**src/hw/chan_div_consts.svh**
```systemverilog
/*
 * Register offsets, field positions, reset values and widths of the
 * channel clock divider. Assumes nothing; definitions only.
 */
`ifndef CHAN_DIV_CONSTS_SVH
`define CHAN_DIV_CONSTS_SVH

// Register offsets on the serial control port address space
`define OFS_CH2_DIV_CTRL      10'h197
`define OFS_CH2_ROUTE_PWR     10'h198
`define OFS_CH3_HALF_PERIODS  10'h199
`define OFS_CH3_DIV_CTRL      10'h19A

// Field positions in the half-period register
`define HP_LOW_MSB            7
`define HP_LOW_LSB            4
`define HP_HIGH_MSB           3
`define HP_HIGH_LSB           0

// Field positions in a divider control register
`define CTL_BYPASS            7
`define CTL_IGNORE_SYNC       6
`define CTL_FORCE_HIGH        5
`define CTL_START_HIGH        4
`define CTL_PHASE_MSB         3
`define CTL_PHASE_LSB         0

// Field positions in the routing and power register
`define RP_POWER_DOWN         2
`define RP_DIRECT_OUT         1
`define RP_DCC_DISABLE        0
`define RP_USED_MASK          8'h07

// Reset values
`define RST_CH2_DIV_CTRL      8'h00
`define RST_CH2_ROUTE_PWR     8'h00
`define RST_CH3_HALF_PERIODS  8'h00
`define RST_CH3_DIV_CTRL      8'h00

// Widths
`define REG_ADDR_W            10
`define REG_DATA_W            8
`define CNT_W                 5
`define GROUP_OUTS            3

`endif

```
**src/hw/chan_div_pkg.sv**
```systemverilog
/*
 * Types shared by the channel clock divider files.
 * Assumes chan_div_consts.svh is on the include path.
 */
`include "chan_div_consts.svh"

package chan_div_pkg;

    // Settings handed from the register file to the divider core
    typedef struct packed {
        logic [3:0] low_cnt;
        logic [3:0] high_cnt;
        logic       start_high;
        logic [3:0] phase;
    } div_cfg_s;

    // Divider core phases
    typedef enum logic [1:0] {
        DIV_HOLD  = 2'b00,
        DIV_DELAY = 2'b01,
        DIV_RUN   = 2'b10
    } div_state_e;

    // Divider core state
    typedef struct packed {
        div_state_e               st;
        logic [`CNT_W-1:0]        cnt;
        logic                     lvl;
    } core_s;

endpackage

```
**src/hw/output_channel_clock_divider.sv**
```systemverilog
/*
 * Channel clock divider feeding a group of three clock outputs, with its
 * registers, sync handling, forcing, bypass, direct routing and duty-cycle
 * correction. Assumes a register port driven by the serial control port
 * logic on CLOCK, DIST_TICK marking each distribution clock cycle, a
 * global divider-mode bit from the same domain and an asynchronous SYNC.
 */
`timescale 1ns/1ps
`default_nettype none

module output_channel_clock_divider
    import chan_div_pkg::*;
(
    // Clock and reset
    input  wire logic                     CLOCK,
    input  wire logic                     SYS_RST,
    // Distribution clock cycle marker
    input  wire logic                     DIST_TICK,
    // Chip-level controls
    input  wire logic                     SYNC_REQ,
    input  wire logic                     GLOBAL_DIV_MODE,
    input  wire logic [`GROUP_OUTS-1:0]   OUT_INVERT,
    // Register port
    input  wire logic [`REG_ADDR_W-1:0]   REG_ADDR,
    input  wire logic [`REG_DATA_W-1:0]   REG_WDATA,
    input  wire logic                     REG_WR,
    input  wire logic                     REG_RD,
    output logic      [`REG_DATA_W-1:0]   REG_RDATA,
    // Group outputs and status
    output logic      [`GROUP_OUTS-1:0]   GROUP_OUT,
    output logic                          GROUP_PWR_DOWN,
    output logic                          DIV_OUT
);

    // All state of this module
    typedef struct packed {
        logic [7:0]             ch2_ctrl;
        logic [7:0]             route_pwr;
        logic [7:0]             half_per;
        logic [7:0]             ch3_ctrl;
        logic [7:0]             rdata;
        logic                   sync_meta;
        logic                   sync_lvl;
        logic                   dist_lvl;
        logic                   prev_div;
        logic                   dcc_lvl;
        logic [`CNT_W-1:0]      dcc_cnt;
        logic                   div_out;
        logic [`GROUP_OUTS-1:0] grp_out;
        logic                   pwr_down;
    } top_s;

    top_s     cur_ff;
    top_s     nxt_cur;
    div_cfg_s cfg;
    logic     core_hold;
    logic     core_lvl;
    logic     obey_sync;
    logic     forcing;
    logic     direct;
    logic     bypass;
    logic     div_src;
    logic     grp_src;
    logic [`CNT_W-1:0] dcc_high;

    // Settings for the core
    assign cfg.low_cnt    = cur_ff.half_per[`HP_LOW_MSB:`HP_LOW_LSB];
    assign cfg.high_cnt   = cur_ff.half_per[`HP_HIGH_MSB:`HP_HIGH_LSB];
    assign cfg.start_high = cur_ff.ch3_ctrl[`CTL_START_HIGH];
    assign cfg.phase      = cur_ff.ch3_ctrl[`CTL_PHASE_MSB:`CTL_PHASE_LSB];

    // Mode decode
    assign bypass    = cur_ff.ch3_ctrl[`CTL_BYPASS];
    assign obey_sync = ~cur_ff.ch3_ctrl[`CTL_IGNORE_SYNC];
    assign forcing   = cur_ff.ch3_ctrl[`CTL_IGNORE_SYNC] & cur_ff.sync_lvl;
    assign direct    = cur_ff.route_pwr[`RP_DIRECT_OUT] & ~GLOBAL_DIV_MODE;
    assign core_hold = bypass | (obey_sync & cur_ff.sync_lvl);

    // High time of the corrected clock: half the period, rounded up
    // Sum taken six bits wide so that fifteen plus fifteen plus three cannot wrap
    assign dcc_high = 5'(({2'b00, cfg.low_cnt} + {2'b00, cfg.high_cnt} + 6'h03) >> 1);

    half_period_core u_core (
        .clock   (CLOCK),
        .sys_rst (SYS_RST),
        .tick    (DIST_TICK),
        .hold    (core_hold),
        .cfg     (cfg),
        .lvl     (core_lvl)
    );

    // Level leaving the divider stage
    always_comb begin
        if (bypass) begin
            div_src = cur_ff.dist_lvl;
        end else if (forcing) begin
            div_src = cur_ff.ch3_ctrl[`CTL_FORCE_HIGH]
                    ? cur_ff.ch3_ctrl[`CTL_START_HIGH] : 1'b0;
        end else if (!cur_ff.route_pwr[`RP_DCC_DISABLE]) begin
            div_src = cur_ff.dcc_lvl;
        end else begin
            div_src = core_lvl;
        end
        grp_src = direct ? cur_ff.dist_lvl : div_src;
    end

    // Next state
    always_comb begin
        nxt_cur = cur_ff;
        // Sync pin synchroniser
        nxt_cur.sync_meta = SYNC_REQ;
        nxt_cur.sync_lvl  = cur_ff.sync_meta;
        // Reconstructed distribution clock level
        if (DIST_TICK) begin
            nxt_cur.dist_lvl = ~cur_ff.dist_lvl;
        end
        // Duty-cycle correction follows each rising edge of the core
        nxt_cur.prev_div = core_lvl;
        if (core_lvl && !cur_ff.prev_div) begin
            nxt_cur.dcc_lvl = 1'b1;
            nxt_cur.dcc_cnt = dcc_high - 5'h01;
        end else if (DIST_TICK) begin
            if (cur_ff.dcc_cnt != '0) begin
                nxt_cur.dcc_cnt = cur_ff.dcc_cnt - 5'h01;
            end else begin
                nxt_cur.dcc_lvl = 1'b0;
            end
        end
        // Register writes
        if (REG_WR) begin
            case (REG_ADDR)
                `OFS_CH2_DIV_CTRL:     nxt_cur.ch2_ctrl  = REG_WDATA;
                `OFS_CH2_ROUTE_PWR:    nxt_cur.route_pwr = REG_WDATA & `RP_USED_MASK;
                `OFS_CH3_HALF_PERIODS: nxt_cur.half_per  = REG_WDATA;
                `OFS_CH3_DIV_CTRL:     nxt_cur.ch3_ctrl  = REG_WDATA;
                default:               nxt_cur.ch2_ctrl  = cur_ff.ch2_ctrl;
            endcase
        end
        // Register reads, unmapped addresses read zero
        if (REG_RD) begin
            case (REG_ADDR)
                `OFS_CH2_DIV_CTRL:     nxt_cur.rdata = cur_ff.ch2_ctrl;
                `OFS_CH2_ROUTE_PWR:    nxt_cur.rdata = cur_ff.route_pwr;
                `OFS_CH3_HALF_PERIODS: nxt_cur.rdata = cur_ff.half_per;
                `OFS_CH3_DIV_CTRL:     nxt_cur.rdata = cur_ff.ch3_ctrl;
                default:               nxt_cur.rdata = 8'h00;
            endcase
        end
        // Output stage
        nxt_cur.div_out  = div_src;
        nxt_cur.pwr_down = cur_ff.route_pwr[`RP_POWER_DOWN];
        if (cur_ff.route_pwr[`RP_POWER_DOWN]) begin
            nxt_cur.grp_out = '0;
        end else begin
            nxt_cur.grp_out = {`GROUP_OUTS{grp_src}} ^ OUT_INVERT;
        end
    end

    // State register
    always_ff @(posedge CLOCK or posedge SYS_RST) begin
        if (SYS_RST) begin
            cur_ff           <= '0;
            cur_ff.ch2_ctrl  <= `RST_CH2_DIV_CTRL;
            cur_ff.route_pwr <= `RST_CH2_ROUTE_PWR;
            cur_ff.half_per  <= `RST_CH3_HALF_PERIODS;
            cur_ff.ch3_ctrl  <= `RST_CH3_DIV_CTRL;
        end else begin
            cur_ff <= nxt_cur;
        end
    end

    // Outputs straight from flip-flops
    assign REG_RDATA      = cur_ff.rdata;
    assign GROUP_OUT      = cur_ff.grp_out;
    assign GROUP_PWR_DOWN = cur_ff.pwr_down;
    assign DIV_OUT        = cur_ff.div_out;

endmodule

`default_nettype wire

```
**src/hw/half_period_core.sv**
```systemverilog
/*
 * Half-period counter: produces the divided level from input clock ticks.
 * Assumes TICK is a one-cycle pulse per distribution clock cycle on CLOCK.
 */
`timescale 1ns/1ps
`default_nettype none

module half_period_core
    import chan_div_pkg::*;
(
    // Clock and reset
    input  wire logic     clock,
    input  wire logic     sys_rst,
    // Control
    input  wire logic     tick,
    input  wire logic     hold,
    input  wire div_cfg_s cfg,
    // Divided level
    output logic          lvl
);

    core_s cur_ff;
    core_s nxt_cur;

    // Next state of the divider
    always_comb begin
        nxt_cur = cur_ff;
        if (hold) begin
            nxt_cur.st  = DIV_DELAY;
            nxt_cur.cnt = {1'b0, cfg.phase};
            nxt_cur.lvl = cfg.start_high;
        end else if (tick) begin
            case (cur_ff.st)
                DIV_HOLD: begin
                    nxt_cur.st  = DIV_DELAY;
                    nxt_cur.cnt = {1'b0, cfg.phase};
                    nxt_cur.lvl = cfg.start_high;
                end
                DIV_DELAY: begin
                    if (cur_ff.cnt == '0) begin
                        nxt_cur.st  = DIV_RUN;
                        nxt_cur.cnt = cfg.start_high ? {1'b0, cfg.high_cnt}
                                                     : {1'b0, cfg.low_cnt};
                    end else begin
                        nxt_cur.cnt = cur_ff.cnt - 5'h01;
                    end
                end
                DIV_RUN: begin
                    if (cur_ff.cnt == '0) begin
                        nxt_cur.lvl = ~cur_ff.lvl;
                        nxt_cur.cnt = cur_ff.lvl ? {1'b0, cfg.low_cnt}
                                                 : {1'b0, cfg.high_cnt};
                    end else begin
                        nxt_cur.cnt = cur_ff.cnt - 5'h01;
                    end
                end
                default: begin
                    nxt_cur.st = DIV_HOLD;
                end
            endcase
        end
    end

    // State register
    always_ff @(posedge clock or posedge sys_rst) begin
        if (sys_rst) begin
            cur_ff <= '{st: DIV_HOLD, cnt: '0, lvl: 1'b0};
        end else begin
            cur_ff <= nxt_cur;
        end
    end

    assign lvl = cur_ff.lvl;

endmodule

`default_nettype wire

```
**config.mk**
```make
export PLATFORM = sky130hd
export DESIGN_NAME = output_channel_clock_divider
export DESIGN_NICKNAME = d
export VERILOG_FILES = /design/src/hw/chan_div_pkg.sv /design/src/hw/output_channel_clock_divider.sv /design/src/hw/half_period_core.sv
export VERILOG_INCLUDE_DIRS = /design/src /design/src/hw
export SDC_FILE = /design/constraint.sdc
export NUM_CORES = 1
export LEC_CHECK = 0
export BUFFER_PORTS_ARGS = -buffer_cell sky130_fd_sc_hd__buf_2
export CAP_MARGIN = 0
export CORE_MARGIN = 1.5
export CORE_UTILIZATION = 30
export CTS_CLUSTER_DIAMETER = 80
export DETAILED_ROUTE_END_ITERATION = 6
export HOLD_SLACK_MARGIN = 0.15
export PLACE_DENSITY = 0.51
export SYNTH_ARGS = -nofsm -noshare
export SYNTH_HDL_FRONTEND = slang
export SYNTH_SLANG_ARGS = --single-unit
export TNS_END_PERCENT = 50
```
**constraint.sdc**
```tcl
create_clock -name CLOCK -period 7.2 [get_ports CLOCK]
set_input_delay 0.72 -clock CLOCK [delete_from_list [all_inputs] [get_ports CLOCK]]
set_output_delay 0.72 -clock CLOCK [all_outputs]
set_load 0.01 [all_outputs]
```
== Word level (Yosys, flattened, before mapping) ==
Cells that the tools add are included.

* Register bits after elaboration: 58
* Bits of input ports: 28
* Output and inout bits: 13
* Logic and storage cells: 82

* Add/subtract/negate cells: 5
* Equality and inequality tests: 10
* Muxes and demuxes: 22
* Bitwise gates (word level): 9
* Reductions and logical operators: 19

{| class="wikitable"
|+ Operator list
! kind !! number
|-
| == test 10 x 9 -> 1 bit (second input constant) || 4
|-
| case mux 8 bit (4 select lines) || 1
|-
| 2-to-1 mux 8 bit || 2
|-
| 2-to-1 mux 5 bit || 3
|-
| case mux 5 bit (3 select lines) || 1
|-
| subtractor 5 x 1 -> 5 bit (second input constant) || 3
|-
| AND reduction 2 bit || 7
|-
| 2-to-1 mux 6 bit || 2
|-
| 2-to-1 mux 4 bit || 2
|-
| 2-to-1 mux 1 bit || 7
|-
| adder 5 x 2 -> 6 bit (second input constant) || 1
|-
| != test 3 x 2 -> 1 bit (second input constant) || 2
|-
| case mux 2 bit (3 select lines) || 1
|-
| AND reduction 3 bit || 2
|-
| nonzero test 2 bit || 3
|-
| adder 4 x 4 -> 5 bit || 1
|-
| zero test 5 bit || 1
|-
| nonzero test 5 bit || 1
|-
| != test 2 bit (second input constant) || 2
|-
| inverter 1 bit || 4
|-
| nonzero test 4 bit || 1
|-
| bitwise AND 1 bit || 3
|-
| 2-to-1 mux 3 bit || 1
|-
| nonzero test 3 bit || 1
|-
| other kinds (9) || 9
|}

== Logic depth before layout (Yosys ltp) ==
Gate-level depths: netlist of run 1.

* Word-level depth: 6
* Mapped depth: 12
* Mapped depth without buffers: 12

== Modules after synthesis ==
Synthesis of run 1 repeated with hierarchy kept, for this count alone.

* Cell total of the unflattened synthesis: 298
* Area, all modules: 3300.7 µm²

{| class="wikitable"
|+ By module, submodules not included
! module !! times used !! cells an instance !! area each (µm²)
|-
| output_channel_clock_divider || 1 || 218 || 2557.5
|-
| half_period_core || 1 || 80 || 743.2
|}

== Worst setup path after synthesis of run 1 ==
OpenSTA, ideal clock, no wires.

* Path type: flip-flop to flip-flop
* Start: register cur_ff (netlist bit cfg[6])
* End: register cur_ff[9] (netlist bit)
* Arrival time: 2.175 ns
* Required time: 7.070 ns
* Path slack: 4.896 ns
* Cell stages (with the launch flop): 13
* Buffers on the path: 0
* Period minus slack after synthesis: 2.304 ns
* Cell sequence: dfrtp_1 -> inv_1 -> ha_1 -> inv_1 -> ha_1 -> inv_1 -> fa_1 -> nor3b_1 -> a21oi_1 -> ha_1 -> nand2_1 -> nor4b_1 -> nor3_1

* Word-level cells in the longest chain between the ends: 4

{| class="wikitable"
|+ Ends and longest elaborated chain
! element !! RTL line !! source
|-
| start, declared || output_channel_clock_divider.sv:53 || <nowiki>top_s cur_ff;</nowiki>
|-
| start signal, assigned || output_channel_clock_divider.sv:168 || <nowiki>cur_ff <= nxt_cur;</nowiki>
|-
| adder 4 x 4 -> 5 bit || output_channel_clock_divider.sv:81 || <nowiki>assign dcc_high = 5'(({2'b00, cfg.low_cnt} + {2'b00, cfg.high_cnt} + 6'h03) >> 1);</nowiki>
|-
| adder 5 x 2 -> 6 bit || output_channel_clock_divider.sv:81 ||
|-
| subtractor 5 x 1 -> 5 bit || output_channel_clock_divider.sv:121 || <nowiki>nxt_cur.dcc_cnt = dcc_high - 5'h01;</nowiki>
|-
| 2-to-1 mux 6 bit || output_channel_clock_divider.sv:119 || <nowiki>if (core_lvl && !cur_ff.prev_div) begin</nowiki>
|}

Every way passes these cells.
A chain may end at the register's enable or synchronous reset.

== Final worst setup path of run 1 ==
Same ends and word-level chain as after synthesis.

==> results.py, run 1 <==
metrics = {
    "status": {
        "run_status": "finished clean",
    },
    "floorplanning": {
        "floorplan.die_area_sq_um": 11390,
        "initial_core_util_pct": 31.12,
        "floorplan.io_pins": 41,
        "floorplan.die.height_um": 106.7,
        "width_of_the_die_um": 106.7,
        "std_cell_rows": 37,
        "core_region_area_sq_um": 10370,
    },
    "drt": {
        "drt-total-wl_um": 7142,
        "first_iter_violations": 60,
        "post_drt_via_cell_ratio": 4.874,
        "antenna_left": 0,
        "drc": 0,
        "firstDrtPassIters": 4,
        "routedWlPerCell_um": 14.97,
        "route.vias.total": 2325,
    },
    "critical_path": {
        "worstPathMaxFanout": 4,
        "crit_arrival_ns": 2.70,
        "timing.critical_path.to_type": "register",
        "worstSetupPathType": "reg -> reg",
        "regToRegSetupSlack_ns": 4.72,
        "reg2reg_depth": 12,
        "worstPathCellList": "inv_1 > ha_1 > inv_1 > ha_1 > inv_1 > fa_1 > nor3b_1 > a21oi_1 > ha_1 > nand2_1 > nor4b_1 > nor3_1",
        "cp_required_ns": 7.42,
        "reg_to_reg_critical_path_startpoint": "cfg[6]",
        "cp-start-kind": "register",
        "cp.buffers_inverters": 3,
        "critical_path.max_stage_delay_ns": 0.47,
        "slowest_cell_on_crit_path": "sky130_fd_sc_hd__fa_1",
        "critPathTopFamily": "adder cells",
        "regToRegEndpoint": "cur_ff[9]",
    },
    "yosys": {
        "synthArstFlopShare_pct": 100.0,
        "synth_cells": 301,
        "ys.flop_type": "sky130_fd_sc_hd__dfrtp_1",
        "post-synth-top-area-fraction_pct": 44.98,
        "syn-num-nets": 343,
        "ys_seq_elements": 58,
        "seq_area_frac_synth_pct": 44.98,
        "post_synth_most_frequent_cells": "sky130_fd_sc_hd__dfrtp_1 (58), sky130_fd_sc_hd__mux2_2 (33), sky130_fd_sc_hd__inv_1 (28)",
        "netlist.top_cell.by_area": "sky130_fd_sc_hd__dfrtp_1",
        "yosys_warnings": 0,
        "edff_count_synth": 0,
        "syn_avg_cell_area_sq_um": 10.72,
        "synthMostInstantiatedCell": "sky130_fd_sc_hd__dfrtp_1",
        "mapped_area_sq_um": 3227,
        "synthTopCellsByArea": "sky130_fd_sc_hd__dfrtp_1 (45%), sky130_fd_sc_hd__mux2_2 (12%), sky130_fd_sc_hd__ha_1 (5.0%)",
        "number_of_distinct_library_cell_variants_in_the_gate_level_netlist_after_synthesis": 47,
    },
    "layout": {
        "n_fill_cell": 1071,
        "layout.area.seq_sq_um": 1451,
        "design.final.nets": 378,
        "layout_cell_share_with_drive_strength_beyond_1_pct": 28.45,
        "multiInputGateArea_sq_um": 1559,
        "post_synthesis_to_final_layout_area_growth_pct": 13.57,
        "insertedDiodeCount": 0,
    },
    "clocking": {
        "holdBufCountCts": 0,
        "tritoncts_clock_tree": "done",
        "total_of_cells_resized_after_clock_tree_synthesis": 0,
        "htree_levels": 3,
        "clock_path_buffers": 2,
        "cts.repair_timing.setup_buffer_count": 0,
        "cts_made_buffers": 9,
        "cts_root_buf": "sky130_fd_sc_hd__clkbuf_8",
        "clock_latency_ns": 0.34,
        "clkSinkCount": 58,
        "path_clk_slew_ns": 0.07,
    },
    "place": {
        "gp_congestion": 0.7912,
        "placement.setup.worst_slack_ns": 4.702,
        "place.port_buffers": 40,
        "dp.final_hpwl_um": 5309,
    },
    "timing": {
        "minimum_setup_slack_in_the_final_design_ns": 4.721,
        "finalMaxSlewViolations": 0,
        "grt_setup_unrepaired": "no",
        "timing_worst_slew_pin_value_ns": 0.7456,
        "worst_clock_skew_ns": 0.007855,
        "report.final.hold_viol_count": 0,
        "setup_viol": 0,
        "whs_ns": 0.3535,
        "timing.final.crit_period_ns": 2.479,
        "finalSetupTns_ns": 0,
        "post-route-period-util_pct": 34.43,
        "fmax_mhz": 403.3,
        "worst_slew_margin_rel_pct": 50.29,
    },
    "pwr": {
        "vdd_drop_max_v": 0.0001015,
        "power_per_cell_area_nw_per_um2": 268.0,
        "static-leakage-power_nw": 1.714,
    },
    "flow_run": {
        "cap_violations": 0,
    },
    "global_route": {
        "grt_pass1_vias": 2259,
        "globalRouteTotalUtil_pct": 13.34,
        "global_route_wire_length_before_repair_um": 11590,
        "grt.overflow.total": 0,
        "antenna_violations_before_repair": 0,
        "grt_start_max_net_pins": 59,
    },
    "worst_hold_path": {
        "min_to": "cur_ff[13]",
        "worstHoldPathType": "reg -> reg",
        "hold_path_cell_cnt": 0,
        "timing.hold.worst.start": "cur_ff[14]",
    },
}
layout make-up:
class	instances	area share [%]
tap	136	4.643
multi-input combinational	198	42.54
timing repair buffer	41	5.667
inverter	28	2.868
clock inverter	5	0.8194
sequential	58	39.60
clock buffer	11	3.858
worst max path at each step:
stage,from,endpoint,slack [ns],cells past startpoint
finish,cfg[6],cur_ff[9],4.72,12
global route,cfg[6],cur_ff[9],4.53,12
CTS,cfg[6],cur_ff[9],4.70,12
detailed placement,cfg[6],cur_ff[9],4.70,12
global placement,REG_ADDR[9],cur_ff[51],4.70,6
floorplan,cfg[6],cur_ff[9],4.90,12
kinds of logic (layout without fill, tap and decap cells):
family / count (synthesis) / after routing / synth area share [%]
muxes: 43 / 43 / 14.62
DFF: 58 / 58 / 44.98
adders and majority gates: 14 / 14 / 5.661
and+or+nand+nor: 68 / 68 / 12.37
buffers and inverters: 45 / 85 / 6.708
xor gates and xnor gates: 8 / 8 / 2.171
AOI/OAI and AO/OA: 65 / 65 / 13.49
per-stage QoR:
stage               instances  area (sq um)  util, %  power (mW)
global placement          461          3493    33.69      0.7182
global route              477          3665    35.34       1.056
CTS                       477          3665    35.34      0.9944
floorplan                 301          3227        -      0.6533
finish                    477          3665    35.34      0.9823
detailed placement        461          3493    33.69      0.7221
cell usage in the layout, fill, tap and decap left out, types with 2 or more instances in the layout:
cell type,n
sky130_fd_sc_hd__xor2_1,5
sky130_fd_sc_hd__o211ai_1,2
sky130_fd_sc_hd__dfrtp_1,58
sky130_fd_sc_hd__nand2_1,15
sky130_fd_sc_hd__buf_2,40
sky130_fd_sc_hd__and3_1,2
sky130_fd_sc_hd__a211oi_1,2
sky130_fd_sc_hd__xnor2_1,3
sky130_fd_sc_hd__nor2_1,19
sky130_fd_sc_hd__nor2b_1,2
sky130_fd_sc_hd__mux2i_1,10
sky130_fd_sc_hd__mux2_2,33
sky130_fd_sc_hd__o22ai_1,12
sky130_fd_sc_hd__inv_1,27
sky130_fd_sc_hd__o21ai_0,10
sky130_fd_sc_hd__nor3_1,3
sky130_fd_sc_hd__nand3_1,4
sky130_fd_sc_hd__a21oi_1,12
sky130_fd_sc_hd__a21o_1,3
sky130_fd_sc_hd__nand2b_1,4
sky130_fd_sc_hd__clkinv_2,3
sky130_fd_sc_hd__nor4b_1,3
sky130_fd_sc_hd__clkbuf_8,10
sky130_fd_sc_hd__clkinvlp_4,2
sky130_fd_sc_hd__ha_1,13
sky130_fd_sc_hd__o32ai_1,2
sky130_fd_sc_hd__nor3_4,2
sky130_fd_sc_hd__a22oi_1,8
sky130_fd_sc_hd__a22o_1,10
power by group:
group	switching [mW]	total, mW	internal, mW
logic	0.168	0.295	0.128
clock network	0.135	0.268	0.132
registers	0.0423	0.419	0.377
total	0.345	0.982	0.637
metal layers:
| layer | global-route usage (%) | routed length, um | vias up |
|---|---|---|---|
| li1 | - | - | 1135 |
| met1 | 18.03 | 3488 | 1139 |
| met2 | 20.15 | 3236 | 39 |
| met3 | 3.951 | 264 | 12 |
| met4 | 4.952 | 153 | 0 |
| met5 | 0 | 0 | - |
state kept, by name, summed over array words and instances, names as in the netlist:
register and cells:
DIV_OUT 1, GROUP_PWR_DOWN 1, u_core.cur_ff 7, u_core.lvl 1
bypass 1, cur_ff 23, cfg 13, GROUP_OUT 3
REG_RDATA 8
worst reg2reg max path, stage by stage, from the launching register on:
cell                      delay [ns]
sky130_fd_sc_hd__dfrtp_1        0.40
sky130_fd_sc_hd__inv_1          0.06
sky130_fd_sc_hd__ha_1           0.29
sky130_fd_sc_hd__inv_1          0.06
sky130_fd_sc_hd__ha_1           0.15
sky130_fd_sc_hd__inv_1          0.05
sky130_fd_sc_hd__fa_1           0.47
sky130_fd_sc_hd__nor3b_1        0.05
sky130_fd_sc_hd__a21oi_1        0.17
sky130_fd_sc_hd__ha_1           0.21
sky130_fd_sc_hd__nand2_1        0.08
sky130_fd_sc_hd__nor4b_1        0.29
sky130_fd_sc_hd__nor3_1         0.08
Power figures use the tool's default switching activity.
==> run 2: changes to the inputs <==
--- a/config.mk
+++ b/config.mk
@@ -13,7 +13,7 @@
 export CTS_CLUSTER_DIAMETER = 80
 export DETAILED_ROUTE_END_ITERATION = 6
 export HOLD_SLACK_MARGIN = 0.15
-export PLACE_DENSITY = 0.51
+export PLACE_DENSITY = 0.53
 export SYNTH_ARGS = -nofsm -noshare
 export SYNTH_HDL_FRONTEND = slang
 export SYNTH_SLANG_ARGS = --single-unit
==> constraint.sdc (replaced) <==
create_clock -name CLOCK -period 2.2 [get_ports CLOCK]
set_input_delay 0.22 -clock CLOCK [delete_from_list [all_inputs] [get_ports CLOCK]]
set_output_delay 0.22 -clock CLOCK [all_outputs]
set_load 0.01 [all_outputs]
==> run 2 against run 1 <==
Effect of this change: the run now ends with setup timing left; routed wire length increased by 5.7%; final cell count increased by 5.7%; clock-buffer cell count unchanged; first-iteration DRC count increased by 110%; combinational power increased to 3.7 times the previous value; total power increased to 3.5 times the previous value; clock skew increased by 0.00064 ns; setup slack got worse by 4.9 ns; die area unchanged; clock power increased to 3.8 times the previous value.
==> results.py, run 2 (synthesis gave the netlist of run 1 again) <==
metrics = {
    "pwr": {
        "internal-power_mw": 2.301,
        "p_switching_mw": 1.176,
        "finalPower_mw": 3.477,
        "static-leakage-power_nw": 1.872,
        "power_per_cell_area_nw_per_um2": 875.7,
        "power.share.sequential_pct": 39.4,
        "clock_network_power_share_pct": 29.4,
        "comb_power_share_pct": 31.3,
        "power_switching_share_pct": 33.82,
        "vdd_drop_max_v": 0.0003362,
    },
    "status": {
        "violated_checks": "setup timing",
        "run_status": "finished, violations left",
    },
    "global_route": {
        "grt.overflow.total": 0,
        "global_route_wire_length_before_repair_um": 12770,
        "grt_pass1_vias": 2547,
        "antenna_violations_before_repair": 0,
        "globalRouteTotalUtil_pct": 14.41,
        "grt_start_max_net_pins": 37,
    },
    "drt": {
        "first_iter_violations": 123,
        "antenna_left": 0,
        "route.vias.total": 2465,
        "firstDrtPassIters": 4,
        "routedWlPerCell_um": 14.98,
        "drt-total-wl_um": 7548,
        "post_drt_via_cell_ratio": 4.891,
        "drc": 0,
    },
    "floorplanning": {
        "core_region_area_sq_um": 10370,
        "initial_core_util_pct": 31.12,
        "std_cell_rows": 37,
        "width_of_the_die_um": 106.7,
        "floorplan.die.height_um": 106.7,
        "floorplan.die_area_sq_um": 11390,
        "floorplan.io_pins": 41,
    },
    "critical_path": {
        "worst_setup_path_startpoint": "cfg[6]",
        "regToRegEndpoint": "cur_ff[9]",
        "worstPathCellList": "inv_1 > ha_1 > inv_1 > ha_2 > inv_2 > fa_1 > nor3b_2 > a21oi_2 > ha_2 > nand2_1 > nor4b_2 > nor3_2",
        "slowest_cell_on_crit_path": "sky130_fd_sc_hd__fa_1",
        "cp_required_ns": 2.42,
        "regToRegSetupSlack_ns": -0.19,
        "reg_to_reg_critical_path_startpoint": "cfg[6]",
        "cp-start-kind": "register",
        "reg2reg_depth": 12,
        "worstSetupPathType": "reg -> reg",
        "crit_arrival_ns": 2.61,
        "critical_path.max_stage_delay_ns": 0.49,
        "worstPathMaxFanout": 2,
        "timing.critical_path.to_type": "register",
    },
    "place": {
        "dpl.cell_count": 477,
        "place.port_buffers": 40,
        "dp.final_hpwl_um": 5795,
        "gp_congestion": 0.7836,
    },
    "layout": {
        "layout_cell_share_with_drive_strength_beyond_1_pct": 33.42,
        "largest_register_ff_count": 23,
        "top_register": "cur_ff",
        "post_synthesis_to_final_layout_area_growth_pct": 23.03,
        "insertedDiodeCount": 0,
        "utilization_pct": 38.28,
        "design.final.nets": 405,
        "leading_cell_types_in_the_layout_fill_and_taps_excluded": "sky130_fd_sc_hd__dfrtp_1 (58), sky130_fd_sc_hd__buf_2 (40), sky130_fd_sc_hd__mux2_2 (33), sky130_fd_sc_hd__inv_1 (26), sky130_fd_sc_hd__nor2_1 (19)",
        "fin_cells": 504,
        "mostFrequentLayoutCell": "sky130_fd_sc_hd__dfrtp_1",
    },
    "clocking": {
        "clock_latency_ns": 0.34,
        "cts_root_buf": "sky130_fd_sc_hd__clkbuf_8",
        "clkSinkCount": 58,
        "clock_path_buffers": 2,
        "cts_made_buffers": 9,
        "path_clk_slew_ns": 0.07,
        "htree_levels": 3,
        "tritoncts_clock_tree": "done",
    },
    "timing": {
        "minimum_setup_slack_in_the_final_design_ns": -0.1875,
        "whs_ns": 0.1585,
        "worst_clock_skew_ns": 0.008492,
        "finalSetupTns_ns": -0.4840,
        "timing.final.crit_period_ns": 2.387,
        "post-route-period-util_pct": 108.5,
        "grt_setup_unrepaired": "yes",
        "setup_viol": 3,
        "finalMaxSlewViolations": 0,
        "report.final.hold_viol_count": 0,
        "worst_slew_margin_rel_pct": 66.16,
        "fmax_mhz": 418.8,
        "timing_worst_slew_pin_value_ns": 0.5068,
    },
    "worst_hold_path": {
        "timing.hold.worst.start": "REG_WDATA[6]",
        "hold_path_cell_cnt": 2,
        "worstHoldPathType": "in -> reg",
        "min_to": "cur_ff[53]",
    },
    "flow_run": {
        "cap_violations": 0,
    },
}
run 2: changes by cell type in the layout (fill, tap and decap cells not counted), moves of 2 or more:
| cell | delta |
|---|---|
| sky130_fd_sc_hd__buf_4 | +16 |
| sky130_fd_sc_hd__dlygate4sd3_1 | +10 |
| sky130_fd_sc_hd__ha_1 | -2 |
| sky130_fd_sc_hd__ha_2 | +2 |
run 2: timing repair:
| item | in CTS | in global routing |
|---|---|---|
| hold buffers | 10 | 0 |
| resized for setup | 1 | 5 |
| pin swaps | 0 | 1 |
| buffers inserted | 0 | 1 |
| endpoints found under the setup margin | 3 | 4 |
| endpoints found under the hold margin | 37 | 0 |
| gates cloned | 0 | 0 |
run 2: critical path, delay by kind of cell, from the launching register on:
kind	cells	cell delay, ns
AOI/OAI and AO/OA	1	0.16
adders and majority gates	4	1.16
buffers and inverters	3	0.14
DFF	1	0.35
and+or+nand+nor	4	0.48
run 2: per-layer routing:
layer  vias up  wire length (um)  GRT usage [%]
li1       1201                 -              -
met2        47              3551          23.08
met4         0                79          4.857
met5         -                 0              0
met3         7               200          3.161
met1      1210              3716          19.25
run 2: how the worst max path moves through the flow:
stage	to	slack [ns]
2_1_floorplan	cur_ff[9]	-0.10
3_3_place_gp	cur_ff[9]	-0.15
3_5_place_dp	cur_ff[9]	-0.25
4_1_cts	cur_ff[9]	-0.25
5_1_grt	cur_ff[9]	-0.30
6_report	cur_ff[9]	-0.19
run 2: through the flow:
stage	setup WS (ns)	cell area, sq um
5_1_grt	-0.2978	3970
6_report	-0.1875	3970
4_1_cts	-0.2501	3944
2_1_floorplan	-0.1015	3236
3_3_place_gp	-0.1470	3635
3_5_place_dp	-0.2521	3635
run 2: layout make-up:
type | instances | area (sq um)
clock buffers | 11 | 151.4
clock inverters | 5 | 52.55
repair buffers | 68 | 447.9
multi-input cells | 198 | 1592
fillers | 1060 | 6400
well taps | 136 | 170.2
inverters | 28 | 105.1
flip-flops and latches | 58 | 1451
run 2: power by group through the flow:
stage / clock network (mW) / registers (mW) / logic [mW]
global route: 1.09 / 1.40 / 1.24
finish: 1.02 / 1.37 / 1.09
detailed placement: 0 / 1.39 / 1.06
floorplan: 0 / 1.35 / 0.792
global placement: 0 / 1.38 / 1.03
CTS: 1.05 / 1.37 / 1.08
